**src/include/status_pkg.sv**
```systemverilog
// constants, types and register map of the status and light block
package status_pkg;

   // ---------------------------------------------------------------
   // clock and timing
   // ---------------------------------------------------------------
   localparam int unsigned CLK_PERIOD_NS  = 10;
   localparam int unsigned BLINK_HALF_MS  = 500;
   localparam int unsigned BLINK_HALF_CYC =
      (BLINK_HALF_MS * 1_000_000) / CLK_PERIOD_NS;
   localparam int unsigned PWM_STEP_NS    = 10_000;
   localparam int unsigned PWM_STEP_CYC   =
      (PWM_STEP_NS + CLK_PERIOD_NS - 1) / CLK_PERIOD_NS;
   localparam logic [3:0]  BRIGHT_STEPS   = 4'ha;

   // ---------------------------------------------------------------
   // register addresses (holding and input spaces)
   // ---------------------------------------------------------------
   localparam logic [15:0] ADDR_BUS_TERM     = 16'h0009;
   localparam logic [15:0] ADDR_ACTIVE_THR   = 16'h0023;
   localparam logic [15:0] ADDR_STANDBY_THR  = 16'h0024;
   localparam logic [15:0] ADDR_LIGHT_LUX    = 16'h0029;
   localparam logic [15:0] ADDR_LIGHT_CLASS  = 16'h002a;
   localparam logic [15:0] ADDR_SRC_SELECT   = 16'h004f;
   localparam logic [15:0] ADDR_GREEN_BRIGHT = 16'h0050;

   // ---------------------------------------------------------------
   // field positions and reset values
   // ---------------------------------------------------------------
   localparam int unsigned TERM_EN_BIT = 0;
   localparam int unsigned SRC_SEL_BIT = 0;

   localparam logic [15:0] RST_BUS_TERM     = 16'h0000;
   localparam logic [15:0] RST_ACTIVE_THR   = 16'h01f4;
   localparam logic [15:0] RST_STANDBY_THR  = 16'h0064;
   localparam logic [15:0] RST_SRC_SELECT   = 16'h0000;
   localparam logic [15:0] RST_GREEN_BRIGHT = 16'h000a;

   // ---------------------------------------------------------------
   // light class codes
   // ---------------------------------------------------------------
   localparam logic [15:0] CLASS_STANDBY = 16'h0000;
   localparam logic [15:0] CLASS_LOW     = 16'h0001;
   localparam logic [15:0] CLASS_ACTIVE  = 16'h0002;

   // ---------------------------------------------------------------
   // types
   // ---------------------------------------------------------------
   typedef enum logic [2:0] {
      LED_OFF,
      LED_GREEN,
      LED_YELLOW,
      LED_RED,
      LED_RED_BLINK
   } led_e;

   typedef struct packed {
      logic signed [15:0] meas_min;
      logic signed [15:0] alert_min;
      logic signed [15:0] alert_max;
      logic signed [15:0] meas_max;
   } range_s;

   typedef struct packed {
      logic signed [15:0] temp;
      logic signed [15:0] hum;
      logic        [15:0] lux;
      logic               link_ok;
   } meas_s;

   typedef struct packed {
      logic        wr;
      logic        rd;
      logic        input_space;
      logic [15:0] addr;
      logic [15:0] wdata;
   } reg_req_s;

   typedef struct packed {
      logic        ack;
      logic        err;
      logic [15:0] rdata;
   } reg_rsp_s;

endpackage

```
**src/hw/indicator_pwm.sv**
```systemverilog
// brightness modulator for one indicator, ten duty steps
`timescale 1ns/100ps
module indicator_pwm
   import status_pkg::*;
(
   input  wire logic       clk_i,     // system clock
   input  wire logic       rst_n_i,   // async reset, active low
   input  wire logic       enable_i,  // indicator selected
   input  wire logic [3:0] duty_i,    // on slots out of ten
   output logic            pwm_o      // registered drive
);

   typedef struct packed {
      logic [9:0] step_cnt;
      logic [3:0] slot;
      logic       out;
   } pwm_state_s;

   pwm_state_s state_ff;
   pwm_state_s nxt_state;

   always_comb begin
      nxt_state = state_ff;
      if (state_ff.step_cnt == 10'(PWM_STEP_CYC - 1)) begin
         nxt_state.step_cnt = 10'h000;
         if (state_ff.slot == BRIGHT_STEPS - 4'h1) begin
            nxt_state.slot = 4'h0;
         end else begin
            nxt_state.slot = state_ff.slot + 4'h1;
         end
      end else begin
         nxt_state.step_cnt = state_ff.step_cnt + 10'h001;
      end
      nxt_state.out = enable_i && (state_ff.slot < duty_i);
   end

   always_ff @(posedge clk_i or negedge rst_n_i) begin
      if (!rst_n_i) begin
         state_ff <= '0;
      end else begin
         state_ff <= nxt_state;
      end
   end

   assign pwm_o = state_ff.out;

endmodule // indicator_pwm

```
**src/hw/status_led_and_light_classifier.sv**
```systemverilog
// status indicators, light classifier and register file of the sensor
`timescale 1ns/100ps
module status_led_and_light_classifier
   import status_pkg::*;
#(
   parameter int unsigned BLINK_HALF_CYCLES = status_pkg::BLINK_HALF_CYC
)
(
   input  wire logic               SYS_CLK_I,     // 100 MHz clock
   input  wire logic               RESET_N_I,     // async reset, low
   input  wire status_pkg::meas_s  MEAS_I,        // front-end results
   input  wire status_pkg::range_s TEMP_RANGE_I,  // temperature bounds
   input  wire status_pkg::range_s HUM_RANGE_I,   // humidity bounds
   input  wire status_pkg::reg_req_s REG_REQ_I,   // register request
   output status_pkg::reg_rsp_s    REG_RSP_O,     // register answer
   output logic                    LED_GREEN_O,   // green drive
   output logic                    LED_YELLOW_O,  // yellow drive
   output logic                    LED_RED_O,     // red drive
   output logic                    BUS_TERM_EN_O  // bus_terminator on
);

   import status_pkg::*;

   // ---------------------------------------------------------------
   // state
   // ---------------------------------------------------------------
   typedef struct packed {
      logic [15:0] bus_term;
      logic [15:0] active_thr;
      logic [15:0] standby_thr;
      logic [15:0] src_select;
      logic [15:0] green_bright;
      logic [15:0] light_lux;
      logic [15:0] light_class;
      led_e        status;
      logic [25:0] blink_cnt;
      logic        blink;
      logic        red;
      logic        yellow;
      logic        green_on;
      logic [3:0]  green_duty;
      reg_rsp_s    rsp;
      logic        term_out;
   } top_state_s;

   top_state_s state_ff;
   top_state_s nxt_state;

   // ---------------------------------------------------------------
   // helpers
   // ---------------------------------------------------------------
   function automatic led_e classify(input logic signed [15:0] v,
                                     input range_s r);
      led_e res;
      res = LED_GREEN;
      if (v < r.meas_min || v > r.meas_max) begin
         res = LED_RED;
      end else if (v < r.alert_min || v > r.alert_max) begin
         res = LED_YELLOW;
      end
      return res;
   endfunction

   function automatic logic [15:0] light_code(input logic [15:0] lux,
                                              input logic [15:0] stb,
                                              input logic [15:0] act);
      logic [15:0] res;
      res = CLASS_LOW;
      if (lux < stb) begin
         res = CLASS_STANDBY;
      end else if (lux > act) begin
         res = CLASS_ACTIVE;
      end
      return res;
   endfunction

   function automatic logic [3:0] clamp_duty(input logic [15:0] v);
      logic [3:0] res;
      res = BRIGHT_STEPS;
      if (v < {12'h000, BRIGHT_STEPS}) begin
         res = v[3:0];
      end
      return res;
   endfunction

   function automatic logic holding_addr_ok(input logic [15:0] a);
      return (a == ADDR_BUS_TERM)    || (a == ADDR_ACTIVE_THR) ||
             (a == ADDR_STANDBY_THR) || (a == ADDR_SRC_SELECT) ||
             (a == ADDR_GREEN_BRIGHT);
   endfunction

   // ---------------------------------------------------------------
   // next state
   // ---------------------------------------------------------------
   logic signed [15:0] sel_value;
   range_s             sel_range;
   led_e               cur_status;
   logic [15:0]        rd_value;
   logic               rd_hit;

   always_comb begin
      nxt_state  = state_ff;
      sel_value  = MEAS_I.temp;
      sel_range  = TEMP_RANGE_I;
      cur_status = LED_OFF;
      rd_value   = 16'h0000;
      rd_hit     = 1'b0;

      // ------------------------------------------------------------
      // indicator source
      // ------------------------------------------------------------
      if (state_ff.src_select[SRC_SEL_BIT]) begin
         sel_value = MEAS_I.hum;
         sel_range = HUM_RANGE_I;
      end

      // ------------------------------------------------------------
      // status selection
      // ------------------------------------------------------------
      if (!MEAS_I.link_ok) begin
         cur_status = LED_RED_BLINK;
      end else begin
         cur_status = classify(sel_value, sel_range);
      end
      nxt_state.status = cur_status;

      // ------------------------------------------------------------
      // blink timebase
      // ------------------------------------------------------------
      if (state_ff.blink_cnt == 26'(BLINK_HALF_CYCLES - 1)) begin
         nxt_state.blink_cnt = 26'h0000000;
         nxt_state.blink     = !state_ff.blink;
      end else begin
         nxt_state.blink_cnt = state_ff.blink_cnt + 26'h0000001;
      end

      // ------------------------------------------------------------
      // drives, one colour only
      // ------------------------------------------------------------
      case (state_ff.status)
         LED_GREEN: begin
            nxt_state.red      = 1'b0;
            nxt_state.yellow   = 1'b0;
            nxt_state.green_on = 1'b1;
         end
         LED_YELLOW: begin
            nxt_state.red      = 1'b0;
            nxt_state.yellow   = 1'b1;
            nxt_state.green_on = 1'b0;
         end
         LED_RED: begin
            nxt_state.red      = 1'b1;
            nxt_state.yellow   = 1'b0;
            nxt_state.green_on = 1'b0;
         end
         LED_RED_BLINK: begin
            nxt_state.red      = state_ff.blink;
            nxt_state.yellow   = 1'b0;
            nxt_state.green_on = 1'b0;
         end
         default: begin
            nxt_state.red      = 1'b0;
            nxt_state.yellow   = 1'b0;
            nxt_state.green_on = 1'b0;
         end
      endcase
      nxt_state.green_duty = clamp_duty(state_ff.green_bright);

      // ------------------------------------------------------------
      // ambient light
      // ------------------------------------------------------------
      nxt_state.light_lux   = MEAS_I.lux;
      nxt_state.light_class = light_code(state_ff.light_lux,
                                         state_ff.standby_thr,
                                         state_ff.active_thr);

      // ------------------------------------------------------------
      // termination
      // ------------------------------------------------------------
      nxt_state.term_out = state_ff.bus_term[TERM_EN_BIT];

      // ------------------------------------------------------------
      // register access
      // ------------------------------------------------------------
      nxt_state.rsp = '0;
      if (REG_REQ_I.wr) begin
         nxt_state.rsp.ack = 1'b1;
         if (REG_REQ_I.input_space ||
             !holding_addr_ok(REG_REQ_I.addr)) begin
            nxt_state.rsp.err = 1'b1;
         end else begin
            case (REG_REQ_I.addr)
               ADDR_BUS_TERM: begin
                  nxt_state.bus_term = REG_REQ_I.wdata;
               end
               ADDR_ACTIVE_THR: begin
                  nxt_state.active_thr = REG_REQ_I.wdata;
               end
               ADDR_STANDBY_THR: begin
                  nxt_state.standby_thr = REG_REQ_I.wdata;
               end
               ADDR_SRC_SELECT: begin
                  nxt_state.src_select = REG_REQ_I.wdata;
               end
               ADDR_GREEN_BRIGHT: begin
                  nxt_state.green_bright = REG_REQ_I.wdata;
               end
               default: begin
                  nxt_state.rsp.err = 1'b1;
               end
            endcase
         end
      end else if (REG_REQ_I.rd) begin
         nxt_state.rsp.ack = 1'b1;
         if (REG_REQ_I.input_space) begin
            case (REG_REQ_I.addr)
               ADDR_LIGHT_LUX: begin
                  rd_value = state_ff.light_lux;
                  rd_hit   = 1'b1;
               end
               ADDR_LIGHT_CLASS: begin
                  rd_value = state_ff.light_class;
                  rd_hit   = 1'b1;
               end
               default: begin
                  rd_hit = 1'b0;
               end
            endcase
         end else begin
            rd_hit = 1'b1;
            case (REG_REQ_I.addr)
               ADDR_BUS_TERM: begin
                  rd_value = state_ff.bus_term;
               end
               ADDR_ACTIVE_THR: begin
                  rd_value = state_ff.active_thr;
               end
               ADDR_STANDBY_THR: begin
                  rd_value = state_ff.standby_thr;
               end
               ADDR_SRC_SELECT: begin
                  rd_value = state_ff.src_select;
               end
               ADDR_GREEN_BRIGHT: begin
                  rd_value = state_ff.green_bright;
               end
               default: begin
                  rd_hit = 1'b0;
               end
            endcase
         end
         nxt_state.rsp.err   = !rd_hit;
         nxt_state.rsp.rdata = rd_value;
      end
   end

   // ---------------------------------------------------------------
   // registers
   // ---------------------------------------------------------------
   always_ff @(posedge SYS_CLK_I or negedge RESET_N_I) begin
      if (!RESET_N_I) begin
         state_ff              <= '0;
         state_ff.active_thr   <= RST_ACTIVE_THR;
         state_ff.standby_thr  <= RST_STANDBY_THR;
         state_ff.bus_term     <= RST_BUS_TERM;
         state_ff.src_select   <= RST_SRC_SELECT;
         state_ff.green_bright <= RST_GREEN_BRIGHT;
         state_ff.light_class  <= CLASS_STANDBY;
         state_ff.status       <= LED_OFF;
      end else begin
         state_ff <= nxt_state;
      end
   end

   // ---------------------------------------------------------------
   // green brightness modulator
   // ---------------------------------------------------------------
   // next enable, so green drops on the edge red or yellow rises
   indicator_pwm u_green_pwm (
      .clk_i    (SYS_CLK_I),
      .rst_n_i  (RESET_N_I),
      .enable_i (nxt_state.green_on),
      .duty_i   (state_ff.green_duty),
      .pwm_o    (LED_GREEN_O)
   );

   assign LED_RED_O     = state_ff.red;
   assign LED_YELLOW_O  = state_ff.yellow;
   assign BUS_TERM_EN_O = state_ff.term_out;
   assign REG_RSP_O     = state_ff.rsp;

endmodule // status_led_and_light_classifier

```
**config.mk**
```make
export PLATFORM = sky130hd
export DESIGN_NAME = status_led_and_light_classifier
export DESIGN_NICKNAME = d
export VERILOG_FILES = /design/src/include/status_pkg.sv /design/src/hw/indicator_pwm.sv /design/src/hw/status_led_and_light_classifier.sv
export SDC_FILE = /design/constraint.sdc
export NUM_CORES = 1
export LEC_CHECK = 0
export ABC_AREA = 1
export BUFFER_PORTS_ARGS = -buffer_cell sky130_fd_sc_hd__clkbuf_2
export CAP_MARGIN = 5
export CORE_ASPECT_RATIO = 0.6
export CORE_MARGIN = 5
export CORE_UTILIZATION = 40
export DETAILED_ROUTE_END_ITERATION = 16
export PLACE_DENSITY = 0.71
export SYNTH_ARGS = -nofsm -noshare
export SYNTH_HDL_FRONTEND = slang
export SYNTH_HIERARCHICAL = 1
export SYNTH_SLANG_ARGS = --single-unit
```
**constraint.sdc**
```tcl
create_clock -name SYS_CLK_I -period 5.8 [get_ports SYS_CLK_I]
set_clock_uncertainty 0.05 [all_clocks]
set_input_delay 0.87 -clock SYS_CLK_I [delete_from_list [all_inputs] [get_ports SYS_CLK_I]]
set_output_delay 0.87 -clock SYS_CLK_I [all_outputs]
set_load 0.01 [all_outputs]
```
**Word level (Yosys, flattened, before mapping)**

Cells that the tools add are included.

- Bits in registers: 182
- Input port bits: 214
- Output and inout port bits: 22
- Logic and storage cells: 89

- Add/sub/neg operators: 3
- $lt $le $gt $ge: 8
- Equality and inequality tests: 14
- Mux-type cells: 25
- Bitwise logic cells: 1
- Reduce and logical (&&, ||, !) cells: 18

Operator list:

| cell | count |
|---|---|
| 16-bit case mux with 5 select lines | 1 |
| 16-bit by 6-bit equality test with 1-bit output (second input constant) | 4 |
| 64-bit 2-to-1 mux | 1 |
| 16-bit > comparator | 3 |
| 16-bit < comparator | 3 |
| 16-bit 2-to-1 mux | 3 |
| 16-bit by 7-bit equality test with 1-bit output (second input constant) | 2 |
| 16-bit case mux with 2 select lines | 1 |
| 26-bit by 1-bit adder with 26-bit output (second input constant) | 1 |
| 26-bit equality test (second input constant) | 1 |
| 26-bit 2-to-1 mux | 1 |
| 18-bit 2-to-1 mux | 1 |
| 16-bit by 4-bit equality test with 1-bit output (second input constant) | 1 |
| 16-bit by 4-bit < comparator with 1-bit output (second input constant) | 1 |
| 3-bit AND reduction | 5 |
| 3-bit case mux with 4 select lines | 1 |
| 10-bit by 1-bit adder with 10-bit output (second input constant) | 1 |
| 10-bit equality test (second input constant) | 1 |
| 10-bit 2-to-1 mux | 1 |
| 2-bit 2-to-1 mux | 5 |
| 4-bit 2-to-1 mux | 2 |
| 1-bit logical OR | 7 |
| 1-bit 2-to-1 mux | 7 |
| 3-bit by 2-bit equality test with 1-bit output (second input constant) | 2 |
| other kinds (11) | 13 |

**Logic depth before layout (Yosys ltp)**

- Depth in word-level cells: 9
- Mapped depth: 19
- Mapped depth without buffers: 16

**Cells and area by module**

Netlist, hierarchy kept.

Modules (own cells, without submodules):

| module | times used | cells an instance | area each (µm²) | sequential area each (µm²) |
|---|---|---|---|---|
| status_led_and_light_classifier | 1 | 1238 | 10075.9 | 3842.4 |
| indicator_pwm | 1 | 122 | 875.8 | 375.4 |

**Worst setup path after synthesis**

OpenSTA, ideal clock, no wires.

- Path type: register to register
- Start point: register state_ff[104] (netlist name)
- End point: register state_ff[54] (netlist name)
- Library setup time: 116 ps
- Arrival time: 2201 ps
- Required time: 5634 ps
- Path slack: 3433 ps
- Stages on the path, launching flop included: 15
- Buffers on the path: 3
- Period minus slack after synthesis: 2367 ps
- Path through: dfrtp_1 > buf_2 > inv_1 > buf_2 > buf_1 > nand2_1 > nand2_1 > ha_1 > a21o_1 > a211oi_1 > nand3_1 > nand3_1 > nand3_1 > nor2_1 > nor2_1

- Longest elaborated chain between the ends: 6
- Elaborated cells between the ends (all ways): 11
- Classes of those cells: order compare (4); mux (5); reduce/logical (2)

RTL lines:

| element | line | source |
|---|---|---|
| start: declaration | status_led_and_light_classifier.sv:46 | `top_state_s state_ff;` |
| start signal: assignment | status_led_and_light_classifier.sv:271 | `state_ff <= nxt_state;` |
| 16-bit 2-to-1 mux / 64-bit 2-to-1 mux (equally long branches) | status_led_and_light_classifier.sv:112 | `if (state_ff.src_select[SRC_SEL_BIT]) begin` |
| 16-bit < comparator / 16-bit > comparator (equally long branches) | status_led_and_light_classifier.sv:58 | `end else if (v < r.alert_min \|\| v > r.alert_max) begin` |
| 1-bit logical OR | status_led_and_light_classifier.sv:58 |  |
| 2-bit 2-to-1 mux | status_led_and_light_classifier.sv:58 |  |
| 2-bit 2-to-1 mux (*) | status_led_and_light_classifier.sv:56 | `if (v < r.meas_min \|\| v > r.meas_max) begin` |
| 3-bit 2-to-1 mux (*) | status_led_and_light_classifier.sv:120 | `if (!MEAS_I.link_ok) begin` |
| named net cur_status[1] | status_led_and_light_classifier.sv:97 | `led_e cur_status;` |

The timed path passes the listed nets; every way through them passes the cells marked *.
A chain may end at the register's enable or synchronous reset.

**Worst setup path after layout**

Ends and elaborated chain as after synthesis.

==> results by group <==
Run status
  • Status: finished, final reports clean

Timing
  • Tightest Pin Transition: between 1 and 1.5 ns
  • Slew Limit Fails: 0
  • Final Hold Violating Endpoints: 0
  • Post-route worst hold slack: 0.398 ns
  • Summed negative setup slack over all endpoints: 0 ns
  • Worst slew margin relative to its limit: between 20% and 30%
  • Post-layout min period: 3.24 ns
  • Final worst path period share: between 50% and 60%
  • Final setup vio count: 0
  • Unrepaired setup endpoints after global routing: false
  • F_max: 0.309 GHz

Synthesis
  • Top_reg_cell synth: sky130_fd_sc_hd__dfrtp_1
  • Most common cell in the netlist: sky130_fd_sc_hd__nand2_1
  • Number of different library cells in the post-synthesis netlist: 46
  • Library cell occupying the most area in the post-synthesis netlist: sky130_fd_sc_hd__dfrtp_1
  • Synth Instances: 1360
  • Mapped Nets: around 1700
  • Share of synthesized area occupied by flip-flops and latches: 38.5%
  • Synthesized flop and latch total: approximately 170
  • Post-Syn Area per Cell: 8.05 um2
  • Netlist area before placement: approximately 11000 um2
  • Synthesis Warnings: 6
  • Commonest cells in the netlist: 327 x sky130_fd_sc_hd__nand2_1, 157 x sky130_fd_sc_hd__dfrtp_1, 156 x sky130_fd_sc_hd__inv_1
  • FFs w/ async S/R, synth: 100%
  • Most area-consuming cells after synthesis: sky130_fd_sc_hd__dfrtp_1 36%, sky130_fd_sc_hd__nand2_1 11%, sky130_fd_sc_hd__ha_1 11%
  • Number of flops mapped to enable cells by yosys: 0
  • Fraction of post-synthesis cell area in the top cell type by area: about 36%

Setup path
  • Kind of critical path: register to register
  • Highest net fanout along the worst path: just over 80
  • Data arrival time of the critical path: 3.51 ns
  • Largest delay contributor family on the critical path: simple AND/OR/NAND/NOR gates
  • Critical path cell sequence: buf_4, mux2i_1, ha_1, nand4_1, nor3_1, nand2_1, nand2_1, nand2_1, nand3_1, nand3_1, nor2_1, nor2_1
  • CP max stage delay: 0.81 ns
  • Required time at the worst-slack endpoint: slightly above 6 ns
  • Critical-path top delay cell: sky130_fd_sc_hd__buf_4
  • Kind of launch point of the worst setup path: register
  • Number of buffer and inverter instances along the worst setup path: 1
  • Most frequent cell on the critical path: sky130_fd_sc_hd__nand2_1
  • Element type at the critical path end: register

CTS
  • Sinks on Clock Net: 168
  • Later-pin clock latency in the skew report: 0.43 ns
  • Number of H-tree branching levels: 4
  • Total clock buffers created by CTS: 17
  • Post CTS Setup Buffer Count: 0
  • Post-CTS Hold Buffers: 0
  • CTS clk-pin slew, worst paths: 0.06 ns
  • Root buf cell: sky130_fd_sc_hd__clkbuf_16
  • Number of gates resized after cts: 0
  • Clock tree from TritonCTS: done
  • Maximum count of clock buffers along a single path: 2

Placed design
  • Half-perimeter wire length of the detailed placement result: between 20000 and 25000 um
  • GP Congestion: 0.861
  • Port Buffers: about 240
  • Placed cell count: around 1900

Global route
  • Total routing resource utilization after global routing: 19.7%
  • Vias in the first global route: between 9000 and 10000
  • Residual overflow from global routing: 0
  • Pin count of the biggest net entering global routing: 122
  • First-pass GRT wire length: 49600 um
  • Initial antenna violation count: 0

Die
  • Starting utilization of the core area: between 40 and 50%
  • Cell Rows: 46
  • Total I/O pin count: roughly 240
  • Chip Height: roughly 140 um
  • DIE AREA: 30900 um2
  • Floorplan die width: about 220 um
  • Core Box Area: ~27000 um2

Route
  • Vias: ~10000
  • WL per Instance: ~16 um
  • Final wirelength: slightly above 30000 um
  • Initial DRT Pass Iterations: 5
  • Post-route DRC: 0
  • Final antenna-violating net count: 0
  • Vias per cell: a little over 5
  • DR iter-0 viols: about 830

Finish
  • Area growth syn-to-layout: 17.2%
  • Number of filler instances in the final layout: about 2600
  • Proportion of layout cells with a drive suffix above 1: between 20% and 30%
  • Layout net count: 1876
  • Final design utilization: 48.1%
  • Number of inserted diodes: 0
  • Layout Cells excl Fill: around 1900

Worst hold path
  • Path category of the worst min-delay check: register to register

Power and ir drop
  • Share of total power in the clock network: 43.1%
  • Share of power burned in combinational logic: a little over a tenth
  • Internal power component: between 0.0015 and 0.002 W
  • Total power divided by cell area: between 200 and 250 nW/um2
  • Net switching power: 0.000640 W
  • Share of total power consumed by net switching: approximately 25%
  • Total leakage power: around 6.6 nW
  • Sequential share of power: 45.9%
  • Worst ir drop on vdd: between 0.2 and 0.25 mV

Run
  • Max-capacitance violation count: 0
stage by stage:
step           total power (W)  instance area, um2  worst slack, ns
6_report               0.00260               12800             2.56
5_1_grt                0.00272               12800             2.36
4_1_cts                0.00262               12800             2.63
3_5_place_dp           0.00150               12300             2.64
3_3_place_gp           0.00149               12300             2.66
2_1_floorplan          0.00135               11000             3.43
state kept, by name, indices dropped and copies added, names as in the netlist:
name	flops
BUS_TERM_EN_O	1
LED_RED_O	1
LED_YELLOW_O	1
REG_RSP_O	18
nxt_state	1
state_ff	131
u_green_pwm/pwm_o	1
u_green_pwm/state_ff	14
routing by layer:
metal / GRT usage [%] / share of wire (%)
met2: 29.9 / 44
met5: 0 / 0
met3: 5.16 / 8.2
met4: 4.35 / 1.5
met1: 28.3 / 46
kinds of logic after synthesis:
logic type               after synthesis  synth area share, %
AO/OA/AOI/OAI                        219                 11.4
multiplexers                          60                 5.48
XOR/XNOR                              12                0.960
buffers and inverters                216                 8.82
flip-flops                           168                 38.5
adder cells (fa/ha/maj)               98                 11.2
AND/OR/NAND/NOR                      587                 23.6
cell usage in the layout (no fill, tap or decap), drive strengths merged, types with 58 or more instances in the layout:
cell type	Yosys	final
nand2	340	340
clkbuf	9	259
inv	160	161
dfrtp	157	157
nor2	125	125
a21oi	111	111
ha	98	98
o21ai	78	78
mux2i	60	60
nand3	58	58
worst register-to-register path: cells and delay by family, from the launching register on:
kind | cells | cell delay, ns
fa+ha+maj | 1 | 0.42
mux | 1 | 0.47
flops | 1 | 0.40
simple gates | 9 | 0.98
buf+inv | 1 | 0.81
worst paths after layout:
kind                       slack [ns]          start            end  depth (start not counted)
hold reg to reg                  0.40   nxt_state[0]  BUS_TERM_EN_O                          0
hold / removal                   0.40   nxt_state[0]  BUS_TERM_EN_O                          0
min in group asynchronous        0.55      RESET_N_I   REG_RSP_O[8]                          1
setup / recovery                 2.56  state_ff[104]   state_ff[54]                         12
setup reg to reg                 2.56  state_ff[104]   state_ff[54]                         12
max in group asynchronous        3.79      RESET_N_I  state_ff[104]                          2
power by group through the flow:
stage | Clock, W | Combinational, W | Sequential (W)
floorplan | 0 | 0.000140 | 0.00121
global placement | 0 | 0.000276 | 0.00121
detailed placement | 0 | 0.000286 | 0.00121
CTS | 0.00114 | 0.000288 | 0.00119
global route | 0.00119 | 0.000329 | 0.00119
finish | 0.00112 | 0.000287 | 0.00119
area by class of cell:
class | instances | area [um2] | area share [%]
flip-flops and latches | 168 | 4220 | 32.9
clock inverters | 7 | 95.1 | 0.741
inverters | 161 | 606 | 4.72
multi-input cells | 976 | 5770 | 44.9
well taps | 360 | 450 | 3.51
repair buffers | 240 | 1220 | 9.50
clock buffers | 25 | 475 | 3.70
(Power assumes the default switching activity.)
